--- config.mk ---
export PLATFORM = sky130hd
export DESIGN_NAME = program_flash_table_access
export DESIGN_NICKNAME = d
export VERILOG_FILES = /design/src/design/pflash_pkg.sv /design/src/design/program_flash_table_access.sv
export SDC_FILE = /design/constraint.sdc
export NUM_CORES = 2
export LEC_CHECK = 0
export ABC_CLOCK_PERIOD_IN_PS = 3200
export BUFFER_PORTS_ARGS = -buffer_cell sky130_fd_sc_hd__buf_2
export CAP_MARGIN = 40
export CORE_UTILIZATION = 50
export CTS_BUF_LIST = sky130_fd_sc_hd__clkbuf_8
export CTS_CLUSTER_SIZE = 30
export DETAILED_ROUTE_END_ITERATION = 10
export PLACE_DENSITY = 0.68
export SYNTH_ARGS = -nofsm -noshare
export SYNTH_HDL_FRONTEND = slang
export SYNTH_SLANG_ARGS = --single-unit
--- constraint.sdc ---
create_clock -name sys_clk -period 3.2 [get_ports sys_clk]
set_clock_uncertainty 0.05 [all_clocks]
set_input_delay 0.64 -clock sys_clk [delete_from_list [all_inputs] [get_ports sys_clk]]
set_output_delay 0.64 -clock sys_clk [all_outputs]
set_load 0.005 [all_outputs]
--- src/design/pflash_pkg.sv ---
// Shared constants and carriers for the program flash table access block.
// Assumes a 24-bit program word store behind a simple command/done macro port.
package pflash_pkg;

    // ========================================================================
    // Geometry of the program store
    // ========================================================================
    localparam int ADDR_W     = 24;
    localparam int LOW_W      = 16;
    localparam int PAGE_W     = 8;
    localparam int HIGH_LSB   = 16;
    localparam int ROW_INSTR  = 64;
    localparam int ROW_BYTES  = 192;
    localparam int PAGE_INSTR = 512;
    localparam int PAGE_BYTES = 1536;
    localparam int IDX_W      = 6;
    localparam int ROW_LSB    = 7;
    localparam int ERASE_LSB  = 10;
    localparam logic [5:0]  LAST_IDX    = 6'h3f;
    localparam logic [23:0] ERASED_WORD = 24'hffffff;
    localparam logic [7:0]  PAGE_RESET  = 8'h00;

    // ========================================================================
    // Serial programming frame: command byte, 24-bit address, 16-bit data
    // ========================================================================
    localparam logic [5:0] FRAME_LAST   = 6'h2f;
    localparam logic [4:0] SOUT_BITS    = 5'h10;
    localparam int         CMD_HIGH_BIT = 3;
    localparam int         CMD_BYTE_BIT = 4;

    typedef enum logic [2:0] {
        TBL_READ, TBL_WRITE, TBL_ROW_PROG, TBL_WORD_PROG, TBL_PAGE_ERASE
    } tbl_op_t;

    typedef enum logic [1:0] {FL_READ, FL_WRITE, FL_ERASE} fl_kind_t;

    typedef struct packed {
        logic          valid;
        tbl_op_t       op;
        logic          high;
        logic          byte_mode;
        logic [15:0]   effective_addr;
        logic [15:0]   wdata;
    } tbl_req_t;

    typedef struct packed {
        logic          valid;
        logic [15:0]   rdata;
    } tbl_resp_t;

    typedef struct packed {
        logic          valid;
        fl_kind_t      kind;
        logic [23:0]   addr;
        logic [23:0]   wdata;
    } fl_cmd_t;

endpackage

--- src/design/program_flash_table_access.sv ---
// Table read/write access path into the 24-bit program flash, with row latches.
// Assumes a flash macro on sys_clk that answers each command with one done pulse.
`timescale 1ns/1ps
`default_nettype none

module program_flash_table_access (
    // Clock and reset
    input  wire logic                   sys_clk,
    input  wire logic                   nrst,
    // Core table instruction port
    input  wire pflash_pkg::tbl_req_t   core_req,
    output var  logic                   core_ready,
    output var  pflash_pkg::tbl_resp_t  core_resp,
    // Page register load
    input  wire logic                   page_wr,
    input  wire logic [7:0]             page_wdata,
    output var  logic [7:0]             table_page_register,
    // Flash macro port
    output var  pflash_pkg::fl_cmd_t    fl_cmd,
    input  wire logic [23:0]            flash_rdata,
    input  wire logic                   flash_done,
    // Serial programming pins
    input  wire logic                   prog_clock_pin,
    input  wire logic                   prog_data_pin_in,
    output var  logic                   prog_data_pin_out,
    output var  logic                   prog_data_pin_oe
);

    // ========================================================================
    // State
    // ========================================================================
    typedef enum logic [1:0] {ST_IDLE, ST_READ, ST_PROG, ST_ERASE} state_t;

    state_t               state, next_state;
    pflash_pkg::tbl_req_t cur, next_cur, sel, ser_req, next_ser_req;
    logic [7:0]           cur_page, next_cur_page, next_page, ser_page, next_ser_page;
    logic                 src_ser, next_src_ser, next_ready;
    logic [5:0]           prog_idx, next_idx;
    pflash_pkg::fl_cmd_t  next_fl;
    pflash_pkg::tbl_resp_t next_resp;
    logic                 take_ser, sout_load, lat_we;
    logic [5:0]           lat_idx;
    logic [23:0]          lat_old, lat_wd;
    logic [15:0]          rd_fmt;
    logic [23:0]          latch [pflash_pkg::ROW_INSTR];

    // Serial side state.
    logic                 pc_s1, pc_s2, pc_s3, pd_s1, pd_s2, rise;
    logic [47:0]          ser_sr, next_sr, frame;
    logic [5:0]           ser_cnt, next_cnt;
    logic                 ser_pend, next_pend;
    logic [15:0]          sout, next_sout;
    logic [4:0]           sout_cnt, next_scnt;

    // ========================================================================
    // Request selection and read formatting
    // ========================================================================
    // Core requests win over a pending serial frame; the serial side only
    // waits, so a busy core can starve it but never corrupts it.
    always_comb begin
        sel = core_req.valid ? core_req : ser_req;
    end

    // Read data steering by half and size.
    always_comb begin
        rd_fmt = 16'h0000;
        if (cur.high) begin
            if (!(cur.byte_mode && cur.effective_addr[0])) begin
                rd_fmt[7:0] = flash_rdata[23:16];
            end
        end else if (cur.byte_mode) begin
            rd_fmt[7:0] = cur.effective_addr[0] ? flash_rdata[15:8] : flash_rdata[7:0];
        end else begin
            rd_fmt = flash_rdata[15:0];
        end
    end

    // Latch merge for a table write; untouched lanes keep their value.
    always_comb begin
        lat_idx = sel.effective_addr[6:1];
        lat_old = latch[lat_idx];
        lat_wd  = lat_old;
        if (sel.high) begin
            if (!(sel.byte_mode && sel.effective_addr[0])) begin
                lat_wd[23:16] = sel.wdata[7:0];
            end
        end else if (sel.byte_mode) begin
            if (sel.effective_addr[0]) begin
                lat_wd[15:8] = sel.wdata[7:0];
            end else begin
                lat_wd[7:0] = sel.wdata[7:0];
            end
        end else begin
            lat_wd[15:0] = sel.wdata;
        end
    end

    // ========================================================================
    // Main sequencer: next values
    // ========================================================================
    always_comb begin
        next_state    = state;
        next_cur      = cur;
        next_cur_page = cur_page;
        next_src_ser  = src_ser;
        next_page     = table_page_register;
        next_idx      = prog_idx;
        next_fl       = fl_cmd;
        next_fl.valid = 1'b0;
        next_resp     = '0;
        lat_we        = 1'b0;
        take_ser      = 1'b0;
        sout_load     = 1'b0;
        unique case (state)
            ST_IDLE: begin
                if (core_req.valid || (ser_pend && !page_wr)) begin
                    take_ser      = !core_req.valid;
                    next_cur      = sel;
                    next_src_ser  = take_ser;
                    next_cur_page = take_ser ? ser_page : table_page_register;
                    next_idx      = 6'h00;
                    if (take_ser) begin
                        next_page = ser_page;
                    end
                    unique case (sel.op)
                        pflash_pkg::TBL_READ:       next_state = ST_READ;
                        pflash_pkg::TBL_WRITE: begin
                            lat_we          = 1'b1;
                            next_resp.valid = !take_ser;
                        end
                        pflash_pkg::TBL_ROW_PROG,
                        pflash_pkg::TBL_WORD_PROG:  next_state = ST_PROG;
                        pflash_pkg::TBL_PAGE_ERASE: next_state = ST_ERASE;
                    endcase
                end
                if (page_wr) begin
                    next_page = page_wdata;
                end
            end
            ST_READ: begin
                next_fl.valid = !flash_done;
                next_fl.kind  = pflash_pkg::FL_READ;
                next_fl.addr  = {cur_page, cur.effective_addr[15:1], 1'b0};
                if (flash_done) begin
                    next_state      = ST_IDLE;
                    next_resp.valid = !src_ser;
                    next_resp.rdata = rd_fmt;
                    sout_load       = src_ser;
                end
            end
            ST_PROG: begin
                next_fl.valid = !flash_done;
                next_fl.kind  = pflash_pkg::FL_WRITE;
                if (cur.op == pflash_pkg::TBL_ROW_PROG) begin
                    next_fl.addr  = {cur_page, cur.effective_addr[15:7], prog_idx, 1'b0};
                    next_fl.wdata = latch[prog_idx];
                end else begin
                    next_fl.addr  = {cur_page, cur.effective_addr[15:1], 1'b0};
                    next_fl.wdata = latch[cur.effective_addr[6:1]];
                end
                if (flash_done) begin
                    if (cur.op == pflash_pkg::TBL_ROW_PROG && prog_idx != pflash_pkg::LAST_IDX) begin
                        next_idx = prog_idx + 6'h01;
                    end else begin
                        next_state      = ST_IDLE;
                        next_resp.valid = !src_ser;
                    end
                end
            end
            ST_ERASE: begin
                next_fl.valid = !flash_done;
                next_fl.kind  = pflash_pkg::FL_ERASE;
                next_fl.addr  = {cur_page, cur.effective_addr[15:10], 10'h000};
                if (flash_done) begin
                    next_state      = ST_IDLE;
                    next_resp.valid = !src_ser;
                end
            end
        endcase
        next_ready = (next_state == ST_IDLE);
    end

    // Main sequencer registers.
    always_ff @(posedge sys_clk or negedge nrst) begin
        if (!nrst) begin
            state               <= ST_IDLE;
            cur                 <= '0;
            cur_page            <= pflash_pkg::PAGE_RESET;
            src_ser             <= 1'b0;
            table_page_register <= pflash_pkg::PAGE_RESET;
            prog_idx            <= 6'h00;
            fl_cmd              <= '0;
            core_resp           <= '0;
            core_ready          <= 1'b1;
        end else begin
            state               <= next_state;
            cur                 <= next_cur;
            cur_page            <= next_cur_page;
            src_ser             <= next_src_ser;
            table_page_register <= next_page;
            prog_idx            <= next_idx;
            fl_cmd              <= next_fl;
            core_resp           <= next_resp;
            core_ready          <= next_ready;
        end
    end

    // ========================================================================
    // Row latches, one entry per instruction of a row
    // ========================================================================
    for (genvar g = 0; g < pflash_pkg::ROW_INSTR; g++) begin : g_latch
        logic [23:0] next_entry;
        always_comb begin
            next_entry = latch[g];
            if (lat_we && lat_idx == 6'(g)) begin
                next_entry = lat_wd;
            end
        end
        always_ff @(posedge sys_clk or negedge nrst) begin
            if (!nrst) begin
                latch[g] <= pflash_pkg::ERASED_WORD;
            end else begin
                latch[g] <= next_entry;
            end
        end
    end

    // ========================================================================
    // Serial programming port
    // ========================================================================
    // pins synchronised twice
    always_ff @(posedge sys_clk or negedge nrst) begin
        if (!nrst) begin
            pc_s1 <= 1'b0;
            pc_s2 <= 1'b0;
            pc_s3 <= 1'b0;
            pd_s1 <= 1'b0;
            pd_s2 <= 1'b0;
        end else begin
            pc_s1 <= prog_clock_pin;
            pc_s2 <= pc_s1;
            pc_s3 <= pc_s2;
            pd_s1 <= prog_data_pin_in;
            pd_s2 <= pd_s1;
        end
    end

    assign rise  = pc_s2 && !pc_s3;
    assign frame = {ser_sr[46:0], pd_s2};

    // Frame shifter and read-back shifter. Bits arriving while a frame is
    // pending or read data is still going out are dropped, not queued.
    always_comb begin
        next_sr       = ser_sr;
        next_cnt      = ser_cnt;
        next_pend     = ser_pend && !take_ser;
        next_ser_req  = ser_req;
        next_ser_page = ser_page;
        next_sout     = sout;
        next_scnt     = sout_cnt;
        if (rise) begin
            if (sout_cnt != 5'h00) begin
                next_sout = {sout[14:0], 1'b0};
                next_scnt = sout_cnt - 5'h01;
            end else if (!ser_pend) begin
                next_sr  = frame;
                next_cnt = ser_cnt + 6'h01;
                if (ser_cnt == pflash_pkg::FRAME_LAST) begin
                    next_cnt                    = 6'h00;
                    next_pend                   = (frame[42:40] <= 3'h4);
                    next_ser_req.valid          = 1'b1;
                    next_ser_req.op             = pflash_pkg::tbl_op_t'(frame[42:40]);
                    next_ser_req.high           = frame[40 + pflash_pkg::CMD_HIGH_BIT];
                    next_ser_req.byte_mode      = frame[40 + pflash_pkg::CMD_BYTE_BIT];
                    next_ser_req.effective_addr = frame[31:16];
                    next_ser_req.wdata          = frame[15:0];
                    next_ser_page               = frame[39:32];
                end
            end
        end
        if (sout_load) begin
            next_sout = rd_fmt;
            next_scnt = pflash_pkg::SOUT_BITS;
        end
    end

    // Serial registers; the data pin output is the shifter's top bit.
    always_ff @(posedge sys_clk or negedge nrst) begin
        if (!nrst) begin
            ser_sr            <= '0;
            ser_cnt           <= 6'h00;
            ser_pend          <= 1'b0;
            ser_req           <= '0;
            ser_page          <= pflash_pkg::PAGE_RESET;
            sout              <= 16'h0000;
            sout_cnt          <= 5'h00;
            prog_data_pin_out <= 1'b0;
            prog_data_pin_oe  <= 1'b0;
        end else begin
            ser_sr            <= next_sr;
            ser_cnt           <= next_cnt;
            ser_pend          <= next_pend;
            ser_req           <= next_ser_req;
            ser_page          <= next_ser_page;
            sout              <= next_sout;
            sout_cnt          <= next_scnt;
            prog_data_pin_out <= next_sout[15];
            prog_data_pin_oe  <= (next_scnt != 5'h00);
        end
    end
endmodule

`default_nettype wire

==> out/results.ini <==
[detailed_routing]
routedWlPerCell_microns=34.1
ant_nets=0
vias_per_cell=7.26
drt_iter0_drc=14700
drc=0
wirelength_mm=462
vias=98500
drtPass1Iterations=6

[logic_synthesis]
synthDistinctLibCells=69
netlist_top_cells_area=dfstp_2 (37%), mux4_2 (21%), nand2_1 (6.3%), dfrtp_1 (5.4%), mux2i_1 (5.4%)
yosysWarnings=0
synth_most_common_cell=nand2_1
syn_nets=9936
yosys-top-cells-count=nand2_1 (1,836), dfstp_2 (1,537), o21ai_0 (1,119)
seq_area_frac_synth_pct=42.5
synthesis.area_sq_mm=0.109
synth_cells=9857
ys.flop_type=dfstp_2
synth_edf_count=0
synth_largest_area_cell=dfstp_2
synthArstFlopShare_pct=100
synth_area_per_cell_sq_um=11.0
ys_ff_latch=1773
synth_top_area_share_pct=37.1

[pwr]
intPower_w=0.0440
p_sw_w=0.0234
ir_worst_vdd_mv=0.644
p_leak_nw=48.9
comb_power_share_pct=28.9
clkPwrFrac_pct=33.6
seq_power_share_pct=37.5
switching_share_pct=34.8
power_density_mw_per_mm2=513

[layout]
stdcell_area_sq_mm=0.131
layout-drive-gt1-share_pct=44.2
area_delta_synth_final_pct=20.6
nNetsFinal=10600

[critical_path]
startpoint_type=flip-flop
crit_type=reg2reg
worstPathMaxFanout=32
r2r_start=ser_req[17]
arrival_ps=4250
crit_path_start=ser_req[17]
critical_path.endpoint_type=flip-flop
cp.required_ps=4070
reg2reg_slack_ps=-180

[sta]
holdWs_ps=106
post-route-period-util_pct=106
rsz0062_at_grt=true
slew_headroom_pct=36.7
layout_min_cycle_time_ps=3380
finalHoldViolCount=0
timing.fmax_mhz=295
report.final.slew_viol_count=0
worst_slew_pin_slew_ps=943
setup_ws_ps=-184
finalSetupViolCount=555

[global_route]
grtUsageTotal_pct=41.9
grt_max_degree=122
grt_pass1_wl_mm=669
antenna_found_initial=30
grt_pass1_vias=96200
grt-ovfl-total=0

[floorplanning]
die_area_sq_mm=0.220
pin_count=155
rows=170
dieWidth_microns=469
die_h_microns=469
core_area_sq_mm=0.215
start_util_pct=50.5

[run]
cap_violations=0

[placement]
dpl.hpwl_mm=311
placed_area_sq_mm=0.123
io_buffers=153
globalplace.congestion=1.06

[cts]
clk_pin_slew_ps=70
cts_tree=yes
numClockSinks=1773
htree_levels=5
clkLatencyLatePin_ps=1140
cts.path.max_buffers=4
numCtsBuffers=329
cts-root-buf=clkbuf_8

[run_status]
outcome=finished, violations left
violations=setup timing

[hold_path]
hold_path_class=in2async

power by group through the flow:
stage	clock, W	combinational (W)	sequential (W)
2_1_floorplan	0	0.0102	0.0249
3_3_place_gp	0	0.0181	0.0254
3_5_place_dp	0	0.0184	0.0255
4_1_cts	0.0227	0.0187	0.0252
5_1_grt	0.0236	0.0199	0.0254
6_report	0.0226	0.0195	0.0253
cell type report:
| cell class | count | area, sq um |
|---|---|---|
| timing repair buffer | 1367 | 15300 |
| tap | 2838 | 3550 |
| multi-input combinational | 6985 | 59500 |
| clock buffer | 409 | 5630 |
| sequential | 1773 | 46300 |
| fill | 16800 | 84100 |
| antenna | 23 | 57.6 |
| clock inverter | 161 | 958 |
| inverter | 18 | 75.1 |
cells in the final DEF, fill, tap and decap left out, drive strengths merged, types with 329 or more instances in the layout:
master	n
nand2	1836
dfstp	1537
buf	1301
o21ai	1148
mux4	1018
o221ai	644
mux2i	590
clkbuf	410
nor2	408
a21oi	329
worst paths after layout:
kind                                     to  depth (start not counted)
max in group asynchronous        latch[513]                          4
min in group sys_clk                cur[19]                          4
worst min-delay path                sout[4]                          2
worst min register to register        pd_s2                          0
worst max-delay path            latch[1313]                         11
worst max register to register  latch[1313]                         11
per-stage QoR:
step	utilization (%)	worst slack [ps]	total power [W]	cells	TNS [ps]
4_1_cts	60.8	-71.5	0.0666	13500	-2080
3_3_place_gp	57.2	-739	0.0436	12900	-575190
2_1_floorplan	-	-53.8	0.0351	9857	-2570
5_1_grt	61.0	-265	0.0690	13600	-55050
3_5_place_dp	57.2	-714	0.0439	12900	-609780
6_report	61.0	-184	0.0674	13600	-25830
state kept, by name, summed over array words and instances (netlist names), 6 cells and up:
register             cells
ser_page                 8
ser_req                 37
ser_sr                  44
core_resp               17
fl_cmd                  50
latch                 1536
cur_page                 8
prog_idx                 6
ser_cnt                  6
cur                     21
sout                    15
table_page_register      8
logic make-up (layout without fill, tap and decap cells):
kind of cell | Yosys count | count (layout) | share of synthesized area, %
compound gates | 2666 | 2666 | 15.9
simple gates | 2554 | 2554 | 9.54
flops | 1773 | 1773 | 42.5
mux | 1754 | 1754 | 28.0
buf+inv | 1099 | 1955 | 4.00
xor+xnor | 7 | 7 | 0.0563
fa+ha+maj | 3 | 3 | 0.0345
other cells | 1 | 24 | 0.00344
per-layer routing:
metal	routed length, microns	track usage [%]	share of wire, %
met4	41600	31.2	9.0
met1	157000	52.4	34
met3	70200	16.2	15
met2	193000	58.8	42
met5	212	0	0.046
timing repair:
action / CTS / global route
cloned: 5 / 1
hold buffers: 63 / 0
gates resized for setup: 37 / 70
buffers inserted: 10 / 7
hold endpoints to repair: 186 / 0
pin swaps: 10 / 11
endpoints found under the setup margin: 634 / 1027
worst max-delay path, cell delays in order (launching register included):
cell and delay (ps):
dfrtp_1 420, mux2i_4 220, buf_12 240, buf_12 220
buf_12 200, mux2i_1 280, o22ai_1 170, o41ai_2 370
buf_4 280, o2111a_2 300, buf_12 220, o221ai_1 160
Note: power is estimated with default switching activity, not from simulation.
